--- config.mk ---
export PLATFORM = sky130hd
export DESIGN_NAME = sfol_top
export DESIGN_NICKNAME = d
export VERILOG_FILES = /design/src/common/sfol_pkg.sv /design/src/core/sfol_top.sv
export VERILOG_INCLUDE_DIRS = /design/src /design/src/common
export SDC_FILE = /design/constraint.sdc
export NUM_CORES = 1
export LEC_CHECK = 0
export ABC_AREA = 1
export BUFFER_PORTS_ARGS = -buffer_cell sky130_fd_sc_hd__buf_2
export CAP_MARGIN = 20
export CORE_ASPECT_RATIO = 1.75
export CORE_MARGIN = 2
export CORE_UTILIZATION = 65
export CTS_CLUSTER_SIZE = 30
export DETAILED_ROUTE_END_ITERATION = 7
export MAX_ROUTING_LAYER = met4
export PLACE_DENSITY = 0.84
export SYNTH_ARGS = -nofsm -noshare
export SYNTH_HDL_FRONTEND = slang
export SYNTH_SLANG_ARGS = --single-unit
--- constraint.sdc ---
create_clock -name CLK_IN -period 15.51 [get_ports CLK_IN]
set_input_delay 0 -clock CLK_IN [delete_from_list [all_inputs] [get_ports CLK_IN]]
set_output_delay 0 -clock CLK_IN [all_outputs]
set_load 0.02 [all_outputs]
--- src/common/sfol_params.svh ---
// Constants for the supervisor fault and output logic.
`ifndef SFOL_PARAMS_SVH
`define SFOL_PARAMS_SVH
`define SFOL_ADDR_CTRL 4'h0
`define SFOL_ADDR_INCFG 4'h1
`define SFOL_ADDR_POL 4'h2
`define SFOL_ADDR_LOG 4'h3
`define SFOL_ADDR_STATUS 4'h4
`define SFOL_ADDR_KEY 4'h5
`define SFOL_ADDR_ALERT 4'h6
`define SFOL_ADDR_OUTCFG0 4'h8
`define SFOL_FN_MANUAL 3'h1
`define SFOL_FN_TRIM 3'h2
`define SFOL_FN_UVIGN 3'h3
`define SFOL_FN_AUX_POS 3'h4
`define SFOL_FN_AUX_NEG 3'h5
`define SFOL_POL_RESET 12'hAAA
`define SFOL_KEY_RESET 16'h0000
`define SFOL_LOAD_TIME_US 200
`define SFOL_CLK_MHZ 200
`define SFOL_NV_CYCLES 32
`endif

--- src/common/sfol_pkg.sv ---
// Types shared by the supervisor fault and output logic.
package sfol_pkg;
   typedef enum logic [1:0] {
      SFOL_NV_IDLE = 2'b00,
      SFOL_NV_LOAD = 2'b01,
      SFOL_NV_SAVE = 2'b11
   } sfol_nv_t;
   typedef logic [11:0] sfol_fault_t;
endpackage : sfol_pkg

--- src/core/sfol_top.sv ---
// Fault gating, open-drain output mapping, alert, write lock and nonvolatile sequencing.
`timescale 1ns/10ps
`include "sfol_params.svh"
module sfol_top #(
   parameter int NCH = 6,
   parameter int NOUT = 3,
   parameter int DLY_W = 16,
   parameter int NV_CYCLES = `SFOL_NV_CYCLES
) (
   input wire logic CLK_IN,
   input wire logic RST_N_IN,
   input wire logic [NCH-1:0] ABOVE_OVER_IN,
   input wire logic [NCH-1:0] ABOVE_UNDER_IN,
   input wire logic [1:0] GENERAL_INPUT_N_IN,
   input wire logic [1:0] AUX_ABOVE_REF_IN,
   input wire logic [NOUT-1:0] GENERAL_IO_N_IN,
   input wire logic ALERT_RESPONSE_IN,
   input wire logic [3:0] AVS_ADDRESS_IN,
   input wire logic AVS_READ_IN,
   input wire logic AVS_WRITE_IN,
   input wire logic [31:0] AVS_WRITEDATA_IN,
   output logic [31:0] AVS_READDATA_OUT,
   output logic AVS_WAITREQUEST_OUT,
   output logic [NOUT-1:0] GENERAL_IO_N_OUT,
   output logic [NOUT-1:0] GENERAL_IO_N_OE_OUT,
   output logic [NOUT-1:0] PULLUP_EN_OUT,
   output logic NV_BUSY_OUT,
   output sfol_pkg::sfol_fault_t STATUS_OUT
);
   import sfol_pkg::*;
   localparam int LOAD_CYC = `SFOL_LOAD_TIME_US * `SFOL_CLK_MHZ;
   // Three-stage sampling of pin inputs; a change counts once stages two and three agree.
   logic [5:0] s1_q, s2_q, s3_q, flt_q, flt_d;
   logic [5:0] pin_now;
   assign pin_now = {AUX_ABOVE_REF_IN, GENERAL_INPUT_N_IN, GENERAL_IO_N_IN[1:0]};
   logic gio2_s1_q, gio2_s2_q, gio2_s3_q, gio2_f_q, gio2_f_d;
   always_comb begin
      flt_d = flt_q;
      for (int i = 0; i < 6; i++) begin
         if (s2_q[i] == s3_q[i]) flt_d[i] = s2_q[i];
      end
      gio2_f_d = (gio2_s2_q == gio2_s3_q) ? gio2_s2_q : gio2_f_q;
   end
   always_ff @(posedge CLK_IN) begin
      s1_q <= pin_now;
      s2_q <= s1_q;
      s3_q <= s2_q;
      gio2_s1_q <= GENERAL_IO_N_IN[2];
      gio2_s2_q <= gio2_s1_q;
      gio2_s3_q <= gio2_s2_q;
      if (!RST_N_IN) begin
         flt_q <= 6'h3F;
         gio2_f_q <= 1'b1;
      end else begin
         flt_q <= flt_d;
         gio2_f_q <= gio2_f_d;
      end
   end
   logic [1:0] gin_n, aux_above;
   logic [NOUT-1:0] gio_n;
   assign gin_n = flt_q[3:2];
   assign aux_above = flt_q[5:4];
   assign gio_n = {gio2_f_q, flt_q[1:0]};
   // Operating registers.
   logic [5:0] incfg_q, incfg_d;
   logic [1:0] clrlog_q, clrlog_d;
   logic [11:0] pol_q, pol_d;
   logic [15:0] key_q, key_d;
   logic lock_q, lock_d;
   logic [11:0] log_q, log_d;
   logic [NOUT-1:0] alert_sel_q, alert_sel_d, alert_q, alert_d;
   logic [NOUT-1:0] pull_q, pull_d;
   logic [NOUT-1:0][15:0] map_q, map_d;
   logic [NOUT-1:0][DLY_W-1:0] dly_q, dly_d;
   sfol_nv_t nv_q, nv_d;
   logic [15:0] nvcnt_q, nvcnt_d;
   logic [31:0] rd_q, rd_d;
   logic rvalid_q, rvalid_d;
   // Nonvolatile image of the configuration; it is kept through reset and starts from the shipped defaults.
   localparam int IMG_W = 37 + 2 * NOUT + NOUT * (16 + DLY_W);
   localparam logic [IMG_W-1:0] IMG_DEFAULT = {8'h00, `SFOL_POL_RESET, `SFOL_KEY_RESET, {(IMG_W-36){1'b0}}};
   logic [IMG_W-1:0] img_q = IMG_DEFAULT;
   logic [IMG_W-1:0] img_d, cfg_now;
   logic [1:0] manual, trim, uvign, auxf;
   logic [11:0] raw, live;
   always_comb begin
      for (int g = 0; g < 2; g++) begin
         manual[g] = (incfg_q[3*g+:3] == `SFOL_FN_MANUAL) && !gin_n[g];
         trim[g] = (incfg_q[3*g+:3] == `SFOL_FN_TRIM) && !gin_n[g];
         uvign[g] = (incfg_q[3*g+:3] == `SFOL_FN_UVIGN) && !gin_n[g];
         auxf[g] = ((incfg_q[3*g+:3] == `SFOL_FN_AUX_POS) && aux_above[g])
            || ((incfg_q[3*g+:3] == `SFOL_FN_AUX_NEG) && !aux_above[g]);
      end
      for (int c = 0; c < NCH; c++) begin
         // Bit 2c+1 is over, bit 2c is under; polarity one faults above.
         raw[2*c+1] = pol_q[2*c+1] ? ABOVE_OVER_IN[c] : !ABOVE_OVER_IN[c];
         raw[2*c] = pol_q[2*c] ? ABOVE_UNDER_IN[c] : !ABOVE_UNDER_IN[c];
         live[2*c+1] = raw[2*c+1] && !(|trim);
         live[2*c] = raw[2*c] && !(|trim) && !(|uvign);
      end
   end
   assign STATUS_OUT = live;
   // Outputs with delay-on-release.
   logic [NOUT-1:0] src, busy_n;
   logic [NOUT-1:0][DLY_W-1:0] rel_q, rel_d;
   logic [NOUT-1:0] act_q, act_d;
   genvar o;
   generate
      for (o = 0; o < NOUT; o++) begin : g_out
         logic [15:0] srcs;
         assign srcs = {live, manual | auxf, gio_n[(o+1)%NOUT] == 1'b0, gio_n[(o+2)%NOUT] == 1'b0};
         assign src[o] = |(srcs & map_q[o]);
         always_comb begin
            rel_d[o] = rel_q[o];
            act_d[o] = act_q[o];
            if (src[o]) begin
               act_d[o] = 1'b1;
               rel_d[o] = dly_q[o];
            end else if (rel_q[o] != '0) begin
               rel_d[o] = rel_q[o] - 1'b1;
            end else begin
               act_d[o] = 1'b0;
            end
         end
         // Alert outputs drive only while the latched alert stands; other outputs follow their OR term.
         assign busy_n[o] = alert_sel_q[o] ? alert_q[o] : (src[o] | act_q[o]);
      end
   endgenerate
   assign GENERAL_IO_N_OUT = '0;
   assign GENERAL_IO_N_OE_OUT = busy_n;
   assign PULLUP_EN_OUT = pull_q;
   assign NV_BUSY_OUT = (nv_q != SFOL_NV_IDLE);
   // Bus: a write is taken at once; a read waits one cycle so its registered data stand when the wait ends.
   logic acc, wr, rd, wr_ok;
   assign acc = (AVS_READ_IN || AVS_WRITE_IN) && (nv_q == SFOL_NV_IDLE);
   assign AVS_WAITREQUEST_OUT = AVS_READ_IN && !rvalid_q;
   assign cfg_now = {incfg_q, clrlog_q, pol_q, key_q, lock_q, alert_sel_q, pull_q, map_q, dly_q};
   assign wr = acc && AVS_WRITE_IN;
   assign rd = acc && AVS_READ_IN;
   assign wr_ok = wr && !lock_q;
   always_comb begin
      incfg_d = incfg_q;
      clrlog_d = clrlog_q;
      pol_d = pol_q;
      key_d = key_q;
      lock_d = lock_q;
      alert_sel_d = alert_sel_q;
      pull_d = pull_q;
      map_d = map_q;
      dly_d = dly_q;
      nv_d = nv_q;
      nvcnt_d = nvcnt_q;
      rd_d = '0;
      rvalid_d = AVS_READ_IN && !rvalid_q;
      img_d = img_q;
      log_d = log_q | live;
      alert_d = alert_q;
      for (int k = 0; k < NOUT; k++) begin
         if (ALERT_RESPONSE_IN && alert_q[k]) alert_d[k] = 1'b0;
         if (rd && AVS_ADDRESS_IN == `SFOL_ADDR_LOG && !src[k]) alert_d[k] = 1'b0;
         if (src[k]) alert_d[k] = 1'b1;
      end
      if (|(manual & clrlog_q)) log_d = live;
      if (nv_q != SFOL_NV_IDLE) begin
         if (nvcnt_q != 16'h0000) begin
            nvcnt_d = nvcnt_q - 1'b1;
         end else begin
            nv_d = SFOL_NV_IDLE;
            // The copy lands at the end, so a reset in mid-save leaves the old image whole.
            if (nv_q == SFOL_NV_SAVE) begin
               img_d = cfg_now;
            end else begin
               {incfg_d, clrlog_d, pol_d, key_d, lock_d, alert_sel_d, pull_d, map_d, dly_d} = img_q;
            end
         end
      end
      if (wr && lock_q && AVS_ADDRESS_IN == `SFOL_ADDR_KEY && AVS_WRITEDATA_IN[31:16] == key_q) begin
         lock_d = AVS_WRITEDATA_IN[0];
      end
      if (wr_ok) begin
         unique case (AVS_ADDRESS_IN)
            `SFOL_ADDR_CTRL: begin
               lock_d = AVS_WRITEDATA_IN[0];
               if (AVS_WRITEDATA_IN[1]) begin
                  nv_d = SFOL_NV_SAVE;
                  nvcnt_d = 16'(NV_CYCLES);
               end else if (AVS_WRITEDATA_IN[2]) begin
                  nv_d = SFOL_NV_LOAD;
                  nvcnt_d = 16'(NV_CYCLES);
               end
            end
            `SFOL_ADDR_INCFG: begin
               incfg_d = AVS_WRITEDATA_IN[5:0];
               clrlog_d = AVS_WRITEDATA_IN[9:8];
               pull_d = AVS_WRITEDATA_IN[18:16];
               alert_sel_d = AVS_WRITEDATA_IN[26:24];
            end
            `SFOL_ADDR_POL: pol_d = AVS_WRITEDATA_IN[11:0];
            `SFOL_ADDR_LOG: log_d = live;
            `SFOL_ADDR_KEY: key_d = AVS_WRITEDATA_IN[15:0];
            default: begin
               for (int k = 0; k < NOUT; k++) begin
                  if (AVS_ADDRESS_IN == `SFOL_ADDR_OUTCFG0 + 4'(k)) begin
                     map_d[k] = AVS_WRITEDATA_IN[15:0];
                     dly_d[k] = AVS_WRITEDATA_IN[16+:DLY_W];
                  end
               end
            end
         endcase
      end
      if (wr && !lock_q && AVS_ADDRESS_IN == `SFOL_ADDR_LOG) begin
         for (int k = 0; k < NOUT; k++) begin
            if (!src[k]) alert_d[k] = 1'b0;
         end
      end
      if (rd) begin
         unique case (AVS_ADDRESS_IN)
            `SFOL_ADDR_CTRL: rd_d = {31'h0, lock_q};
            `SFOL_ADDR_INCFG: rd_d = {5'h0, alert_sel_q, 5'h0, pull_q, 6'h0, clrlog_q, 2'h0, incfg_q};
            `SFOL_ADDR_POL: rd_d = {20'h0, pol_q};
            `SFOL_ADDR_LOG: rd_d = {20'h0, log_q};
            `SFOL_ADDR_STATUS: rd_d = {20'h0, live};
            `SFOL_ADDR_ALERT: rd_d = {29'h0, alert_q};
            default: begin
               for (int k = 0; k < NOUT; k++) begin
                  if (AVS_ADDRESS_IN == `SFOL_ADDR_OUTCFG0 + 4'(k)) begin
                     rd_d = {16'(dly_q[k]), map_q[k]};
                  end
               end
            end
         endcase
      end
   end
   always_ff @(posedge CLK_IN) begin
      img_q <= img_d;
      if (!RST_N_IN) begin
         incfg_q <= '0;
         clrlog_q <= '0;
         pol_q <= `SFOL_POL_RESET;
         key_q <= `SFOL_KEY_RESET;
         lock_q <= 1'b0;
         log_q <= '0;
         alert_sel_q <= '0;
         alert_q <= '0;
         pull_q <= '0;
         map_q <= '0;
         dly_q <= '0;
         rel_q <= '0;
         act_q <= '0;
         nv_q <= SFOL_NV_LOAD;
         nvcnt_q <= 16'(NV_CYCLES < LOAD_CYC ? NV_CYCLES : LOAD_CYC - 1);
         rd_q <= '0;
         rvalid_q <= 1'b0;
      end else begin
         incfg_q <= incfg_d;
         clrlog_q <= clrlog_d;
         pol_q <= pol_d;
         key_q <= key_d;
         lock_q <= lock_d;
         log_q <= log_d;
         alert_sel_q <= alert_sel_d;
         alert_q <= alert_d;
         pull_q <= pull_d;
         map_q <= map_d;
         dly_q <= dly_d;
         rel_q <= rel_d;
         act_q <= act_d;
         nv_q <= nv_d;
         nvcnt_q <= nvcnt_d;
         rd_q <= rd_d;
         rvalid_q <= rvalid_d;
      end
   end
   assign AVS_READDATA_OUT = rd_q;
   property p_lock_blocks;
      @(posedge CLK_IN) disable iff (!RST_N_IN)
         (AVS_WRITE_IN && lock_q && AVS_ADDRESS_IN == `SFOL_ADDR_POL) |=> $stable(pol_q);
   endproperty
   a_lock_blocks: assert property (p_lock_blocks) else $error("Locked write changed polarity.");
   property p_nv_ignore;
      @(posedge CLK_IN) disable iff (!RST_N_IN)
         (nv_q != SFOL_NV_IDLE && nvcnt_q != 16'h0000 && AVS_WRITE_IN) |=> $stable(incfg_q) && $stable(key_q);
   endproperty
   a_nv_ignore: assert property (p_nv_ignore) else $error("Write taken during NV transaction.");
   property p_assert_now;
      @(posedge CLK_IN) disable iff (!RST_N_IN)
         (src[0] && !alert_sel_q[0]) |-> GENERAL_IO_N_OE_OUT[0] ##1 act_q[0];
   endproperty
   a_assert_now: assert property (p_assert_now) else $error("Output not asserted with source.");
   property p_release;
      @(posedge CLK_IN) disable iff (!RST_N_IN)
         ($fell(src[1]) && !alert_sel_q[1] && dly_q[1] == 16'h0002 && !src[1]) |-> busy_n[1] ##1 busy_n[1];
   endproperty
   a_release: assert property (p_release) else $error("Output released before delay.");
   property p_trim;
      @(posedge CLK_IN) disable iff (!RST_N_IN) (|trim) |-> (live == 12'h000);
   endproperty
   a_trim: assert property (p_trim) else $error("Fault seen while trim test active.");
   property p_uvign;
      @(posedge CLK_IN) disable iff (!RST_N_IN) (|uvign) |-> ((live & 12'h555) == 12'h000);
   endproperty
   a_uvign: assert property (p_uvign) else $error("Under fault seen while ignored.");
   property p_ara;
      @(posedge CLK_IN) disable iff (!RST_N_IN) (ALERT_RESPONSE_IN && !src[2]) |=> !alert_q[2];
   endproperty
   a_ara: assert property (p_ara) else $error("Alert not released by response.");
   property p_boot;
      @(posedge CLK_IN) $rose(RST_N_IN) |-> NV_BUSY_OUT;
   endproperty
   a_boot: assert property (p_boot) else $error("No load after reset.");
endmodule : sfol_top

==> results of run 1 <==
## cell families after synthesis
family          count (synthesis)  share of synthesized area (%)
other cells                     1                         0.0206
flops                         423                           54.2
fa+ha+maj                       4                          0.275
mux                            14                          0.771
simple gates                  736                           18.0
compound gates                566                           16.6
buf+inv                       337                           7.66
xor+xnor                       50                           2.41
## flip-flops by register name (all words and copies together), names as in the netlist, 2 cells and up
register	count
AVS_READDATA_OUT	32
PULLUP_EN_OUT	3
act_q	3
alert_q	3
alert_sel_q	3
cfg_now	96
clrlog_q	2
flt_q	6
img_q	139
incfg_q	6
key_q	16
log_q	12
nv_q	2
nvcnt_q	16
pol_q	12
rel_q	48
s1_q	6
s2_q	6
s3_q	6
## worst paths after layout
kind / startpoint / to / slack [ps]
max: nvcnt_q[0] / cfg_now[66] / 12030
min: ABOVE_UNDER_IN[0] / log_q[0] / 80
max reg2reg: nvcnt_q[0] / cfg_now[66] / 12030
min reg2reg: s1_q[3] / s2_q[3] / 330
## through the flow
step / std cells / cell area [sq um]
after floorplan: 2133 / 18200
after CTS: 2633 / 20400
final: 2635 / 20400
after detailed placement: 2521 / 18800
after global placement: 2521 / 18800
after global routing: 2635 / 20400
## where the power goes
| part | leakage, nW | internal (mW) | switching (mW) |
|---|---|---|---|
| Combinational | 4.32 | 0.378 | 0.759 |
| Clock | 0.553 | 0.492 | 0.407 |
| Sequential | 3.60 | 1.32 | 0.139 |
| Total | 8.47 | 2.19 | 1.30 |
## worst reg2reg max path, stage by stage, from the launching register on
cell and delay [ps]:
dfxtp_1 340, inv_1 90, ha_1 220, nand2_1 120, inv_1 90, nand3b_4 120
nor3_4 40, buf_4 320, inv_4 590, buf_4 920, o21ai_0 270, a21oi_1 290
## synthesized netlist by cell type (all sizes together)
library cell	n	area, sq um
clkbuf	64	240
or2	6	37.5
xnor2	15	131
a31oi	2	12.5
edfxtp	139	4170
a221oi	9	78.8
o41ai	1	8.76
conb	1	3.75
nand3b	4	42.5
xor2	35	307
o221ai	2	17.5
nand2	381	1500
o21a	1	7.51
ha	4	50.1
and3	1	6.26
a211oi	2	15.0
o22ai	41	257
nand3	64	350
inv	223	837
nor3	44	241
nor3b	1	7.51
buf	45	297
o21ai	263	1320
clkinv	5	18.8
o211ai	3	22.5
dfxtp	284	5690
nand4	36	225
nor2	191	812
nor4	8	50.1
a21oi	234	1220
mux2i	14	140
o2111ai	8	70.1
## per-layer routing
metal / track usage, % / routed length, um / vias to the layer above
met2: 62.1 / 26300 / 860
li1: - / - / 7365
met4: 33.0 / 5510 / 0
met3: 5.82 / 4260 / 292
met5: - / 0 / -
met1: 40.2 / 17900 / 7337
## layout make-up
class	count	area share [%]
multi-input cells	1373	34.1
clock buffers	55	5.22
well taps	373	2.29
clock inverters	9	0.337
repair buffers	172	5.55
inverters	228	4.21
diodes	2	0.0245
flip-flops and latches	423	48.3
==> flow_metrics.env, run 1 <==
export IMPL_outcome="finished clean"
export IMPL_fin_crit_sh_pct=22.5
export IMPL_finalHoldViolations=0
export IMPL_fillers=2141
export IMPL_nNetsFinal=2298
export IMPL_synth_seq_cells=423
export IMPL_path_cells="inv_1 > ha_1 > nand2_1 > inv_1 > nand3b_4 > nor3_4 > buf_4 > inv_4 > buf_4 > o21ai_0 > a21oi_1"
export IMPL_grt_max_degree=110
export IMPL_grt_pass1_vias=15932
export IMPL_max_slew_margin_pct=22.0
export IMPL_dr_pass1_iters=6
export IMPL_antenna_found_initial=2
export IMPL_crit_type="reg2reg"
export IMPL_finish_utilization_pct=73.5
export IMPL_drc=0
export IMPL_grt_pass1_wl_um=83900
export IMPL_end_kind="flop"
export IMPL_crit_buf_inv=5
export IMPL_io_buffers=111
export IMPL_cts_root_buf="clkbuf_16"
export IMPL_rsz0062_at_grt="false"
export IMPL_start_util_pct=65.5
export IMPL_max_freq_mhz=287
export IMPL_max_stage_delay_ps=920
export IMPL_setup_ws_ps=12030
export IMPL_hold_buffers=48
export IMPL_yosysSeqAreaShare_pct=54.2
export IMPL_path_clk_slew_ps=80
export IMPL_fp_row_count=81
export IMPL_gp_congestion=0.992
export IMPL_drive_above_1_share_pct=11.1
export IMPL_leakage_nw=8.47
export IMPL_hold_path_depth=6
export IMPL_die_w_um=130
export IMPL_cts_buffer_depth=3
export IMPL_die_area_sq_um=29400
export IMPL_die_h_um=225
export IMPL_p_total_mw=3.49
export IMPL_cp_max_fo=109
export IMPL_setup_viol=0
export IMPL_post_cts_buffers=0
export IMPL_worst_pin_slew_ps=1170
export IMPL_fin_skew_ps=27.6
export IMPL_multi_input_area_sq_um=6960
export IMPL_report_final_slew_viol_count=0
export IMPL_cp_start_kind="flop"
export IMPL_syn_area_sq_um=18200
export IMPL_cp_slowest_cell="buf_4"
export IMPL_ff_latch_area_sq_um=9860
export IMPL_crit_required_ps=15950
export IMPL_rr_worst_depth=11
export IMPL_drv_cap=0
export IMPL_hold_path_class="in2reg"
export IMPL_arrival_ps=3930
export IMPL_tritoncts="yes"
export IMPL_synth_area_per_cell_sq_um=8.53
export IMPL_cts_buffers=36
export IMPL_track_usage_pct=38.3
export IMPL_drt_initial_drc_count=1407
export IMPL_wl_per_cell_um=20.5
export IMPL_drtAntennaViolNets=0
export IMPL_vias=15854
export IMPL_clkLatencyLatePin_ps=540
export IMPL_cts_resized=0
export IMPL_synth_cells=2131
export IMPL_cp_num_cells=11
export IMPL_via_per_inst=6.02
export IMPL_layout_commonest_cell="nand2_1"
export IMPL_io_pins=115
export IMPL_period_minus_slack_ps=3480
export IMPL_synth_distinct_cells=46
export IMPL_ir_drop_mv=0.128
export IMPL_setup_tns_ps=0
export IMPL_power_density_nw_per_um2=171
export IMPL_finalHoldWorstSlack_ps=79.2
export IMPL_h_tree_depth=2
export IMPL_critical_path_top_delay_family="buffers and inverters"
export IMPL_core_area_sq_um=27800
export IMPL_place_ws_ps=12040
export IMPL_overflow=0
export IMPL_final_cell_mix="nand2_1, dfxtp_1, o21ai_0, a21oi_1, inv_1"
export IMPL_area_delta_synth_final_pct=12.3
export IMPL_routed_wl_um=54000
export IMPL_cts_sinks=423
export IMPL_yosysWarnings=0
export IMPL_hpwlAfterDp_um=36200
Power figures use the tool's default switching activity.
==> run 2: changes to the inputs <==
- ABC_AREA: 1 -> 0
- CORE_UTILIZATION: 65 -> 55
- PLACE_DENSITY: 0.84 -> 0.75
- clock period: 15.51 -> 2.9 ns (I/O delays scaled with it)
==> flow_metrics.env, run 2 <==
export IMPL_drc=14
export IMPL_synth_distinct_cells=64
export IMPL_fp_row_count=86
export IMPL_crit_required_ps=2900
export IMPL_synth_area_leaders="dfxtp_1, edfxtp_1, nand2_1"
export IMPL_dp_cells=2226
export IMPL_largest_register_ffs=139
export IMPL_arrival_ps=2790
export IMPL_report_final_slew_viol_count=0
export IMPL_start_util_pct=55.9
export IMPL_yosysSeqAreaShare_pct=56.2
export IMPL_drtAntennaViolNets=0
export IMPL_rr_worst_depth=6
export IMPL_track_usage_pct=32.3
export IMPL_fin_crit_sh_pct=96.1
export IMPL_leakage_nw=7.24
export IMPL_async_reset_ff_share_pct=0
export IMPL_syn_area_sq_um=17600
export IMPL_cts_buffer_depth=3
export IMPL_cp_max_fo=35
export IMPL_layout_commonest_cell="nand2_1"
export IMPL_hpwlAfterDp_um=35800
export IMPL_crit_type="reg2out"
export IMPL_multi_input_area_sq_um=7080
export IMPL_overflow=0
export IMPL_violations="DRC"
export IMPL_grt_pass1_wl_um=81200
export IMPL_max_slew_margin_pct=47.9
export IMPL_antenna_found_initial=0
export IMPL_yosysWarnings=0
export IMPL_p_total_mw=17.1
export IMPL_hold_path_class="in2reg"
export IMPL_num_antenna_cells=0
export IMPL_synth_seq_cells=423
export IMPL_wl_per_cell_um=22.8
export IMPL_finish_utilization_pct=64.9
export IMPL_die_w_um=139
export IMPL_die_area_sq_um=33400
export IMPL_min_to="AVS_READDATA_OUT[9]"
export IMPL_grt_max_degree=104
export IMPL_top_register="img_q"
export IMPL_clkLatencyLatePin_ps=550
export IMPL_power_density_nw_per_um2=840
export IMPL_reg2reg_slack_ps=380
export IMPL_synth_cells=1791
export IMPL_synth_commonest_cells="nand2_1, dfxtp_1, nor2_1"
export IMPL_rsz0062_at_grt="false"
export IMPL_h_tree_depth=2
export IMPL_nNetsFinal=1982
export IMPL_grt_pass1_vias=14263
export IMPL_gp_congestion=0.968
export IMPL_fillers=2511
export IMPL_tritoncts="yes"
export IMPL_final_cell_mix="nand2_1, dfxtp_1, nor2_1, edfxtp_1, a311oi_1"
export IMPL_vias=14697
export IMPL_cts_buffers=38
export IMPL_cp_start_kind="flop"
export IMPL_setup_tns_ps=0
export IMPL_dr_pass1_iters=8
export IMPL_hold_path_depth=4
export IMPL_final_cells=2343
export IMPL_ir_drop_mv=0.748
export IMPL_synth_area_per_cell_sq_um=9.80
export IMPL_routed_wl_um=53300
export IMPL_via_per_inst=6.27
export IMPL_r2r_end="cfg_now[53]"
export IMPL_end_kind="output pin"
export IMPL_io_pins=115
export IMPL_synth_edf_count=139
export IMPL_area_delta_synth_final_pct=16.2
export IMPL_worst_pin_slew_ps=781
export IMPL_post_cts_buffers=0
export IMPL_fin_skew_ps=28.4
export IMPL_core_area_sq_um=31400
export IMPL_yosysTopAreaCell="dfxtp_1"
export IMPL_period_minus_slack_ps=2790
export IMPL_setup_viol=0
export IMPL_synth_top_cell_area_share_pct=32.4
export IMPL_outcome="finished, violations left"
export IMPL_cts_sinks=423
export IMPL_synth_most_common_cell="nand2_1"
export IMPL_ff_latch_area_sq_um=9860
export IMPL_drive_above_1_share_pct=13.0
export IMPL_io_buffers=111
export IMPL_hold_path_startpoint="ABOVE_OVER_IN[4]"
export IMPL_path_clk_slew_ps=70
export IMPL_finalHoldViolations=0
export IMPL_max_freq_mhz=359
export IMPL_cts_root_buf="clkbuf_16"
export IMPL_die_h_um=240
export IMPL_drt_initial_drc_count=1590
export IMPL_drv_cap=0
export IMPL_worstReg2RegStart="nvcnt_q[7]"
export IMPL_ys_flop_type="dfxtp_1"
[run 2: stage by stage]
| stage | hold WS [ps] | area [sq um] | worst slack [ps] |
|---|---|---|---|
| CTS | 4.83 | 20400 | 7.50 |
| detailed placement | 104 | 18500 | 402 |
| global placement | 102 | 18500 | 500 |
| finish | 41.5 | 20400 | 114 |
| floorplan | 27.7 | 17600 | 106 |
| global route | 60.4 | 20400 | 12.4 |
[run 2: kinds of logic after synthesis]
| kind of cell | count (synthesis) | synth area share, % |
|---|---|---|
| buffers and inverters | 140 | 3.76 |
| adders and majority gates | 4 | 0.285 |
| other | 1 | 0.0214 |
| DFF | 423 | 56.2 |
| xor gates and xnor gates | 71 | 3.54 |
| and+or+nand+nor | 756 | 18.3 |
| muxes | 39 | 2.27 |
| AOI/OAI and AO/OA | 357 | 15.6 |
[run 2: worst max-delay path by stage]
stage | from | end | slack, ps | depth (start not counted)
2_1_floorplan | nvcnt_q[7] | img_q[0] | 110 | 3
3_3_place_gp | rel_q[32] | rel_q[42] | 500 | 8
3_5_place_dp | nvcnt_q[7] | cfg_now[92] | 400 | 6
4_1_cts | incfg_q[1] | GENERAL_IO_N_OE_OUT[2] | 7 | 7
5_1_grt | incfg_q[4] | GENERAL_IO_N_OE_OUT[1] | 10 | 7
6_report | pol_q[3] | GENERAL_IO_N_OE_OUT[1] | 110 | 7
[run 2: worst max-delay path, cell delays in order, from the launching register on]
cell	delay, ps
dfxtp_1	370
xnor2_1	560
a22oi_1	200
a31oi_1	390
a2111oi_4	90
buf_12	180
a21oi_1	230
buf_2	210
[run 2: area by class of cell]
| cell class | count | area share [%] |
|---|---|---|
| Clock inverter | 17 | 1.37 |
| Sequential cell | 423 | 48.3 |
| Clock buffer | 52 | 5.42 |
| Timing Repair Buffer | 208 | 7.43 |
| Inverter | 17 | 0.325 |
| Tap cell | 396 | 2.43 |
| Multi-Input combinational cell | 1230 | 34.7 |
[run 2: per-layer routing]
layer | share of wire (%) | up-vias | wire [um] | GRT usage [%]
met1 | 36 | 7047 | 19200 | 36.0
met2 | 49 | 711 | 26000 | 53.7
li1 | - | 6707 | - | -
met5 | 0 | - | 0 | -
met4 | 8.7 | 0 | 4640 | 23.4
met3 | 6.5 | 232 | 3490 | 3.82
[run 2: power breakdown]
part,switching (mW),internal [mW]
registers,0.673,6.74
logic,2.43,1.69
clock network,2.29,3.32
total,5.39,11.7
[run 2: repair_timing]
action                     in CTS  in global routing
setup endpoints to repair       0                  2
hold endpoints to repair      166                  0
resized for setup               0                  4
hold buffers                   48                  0
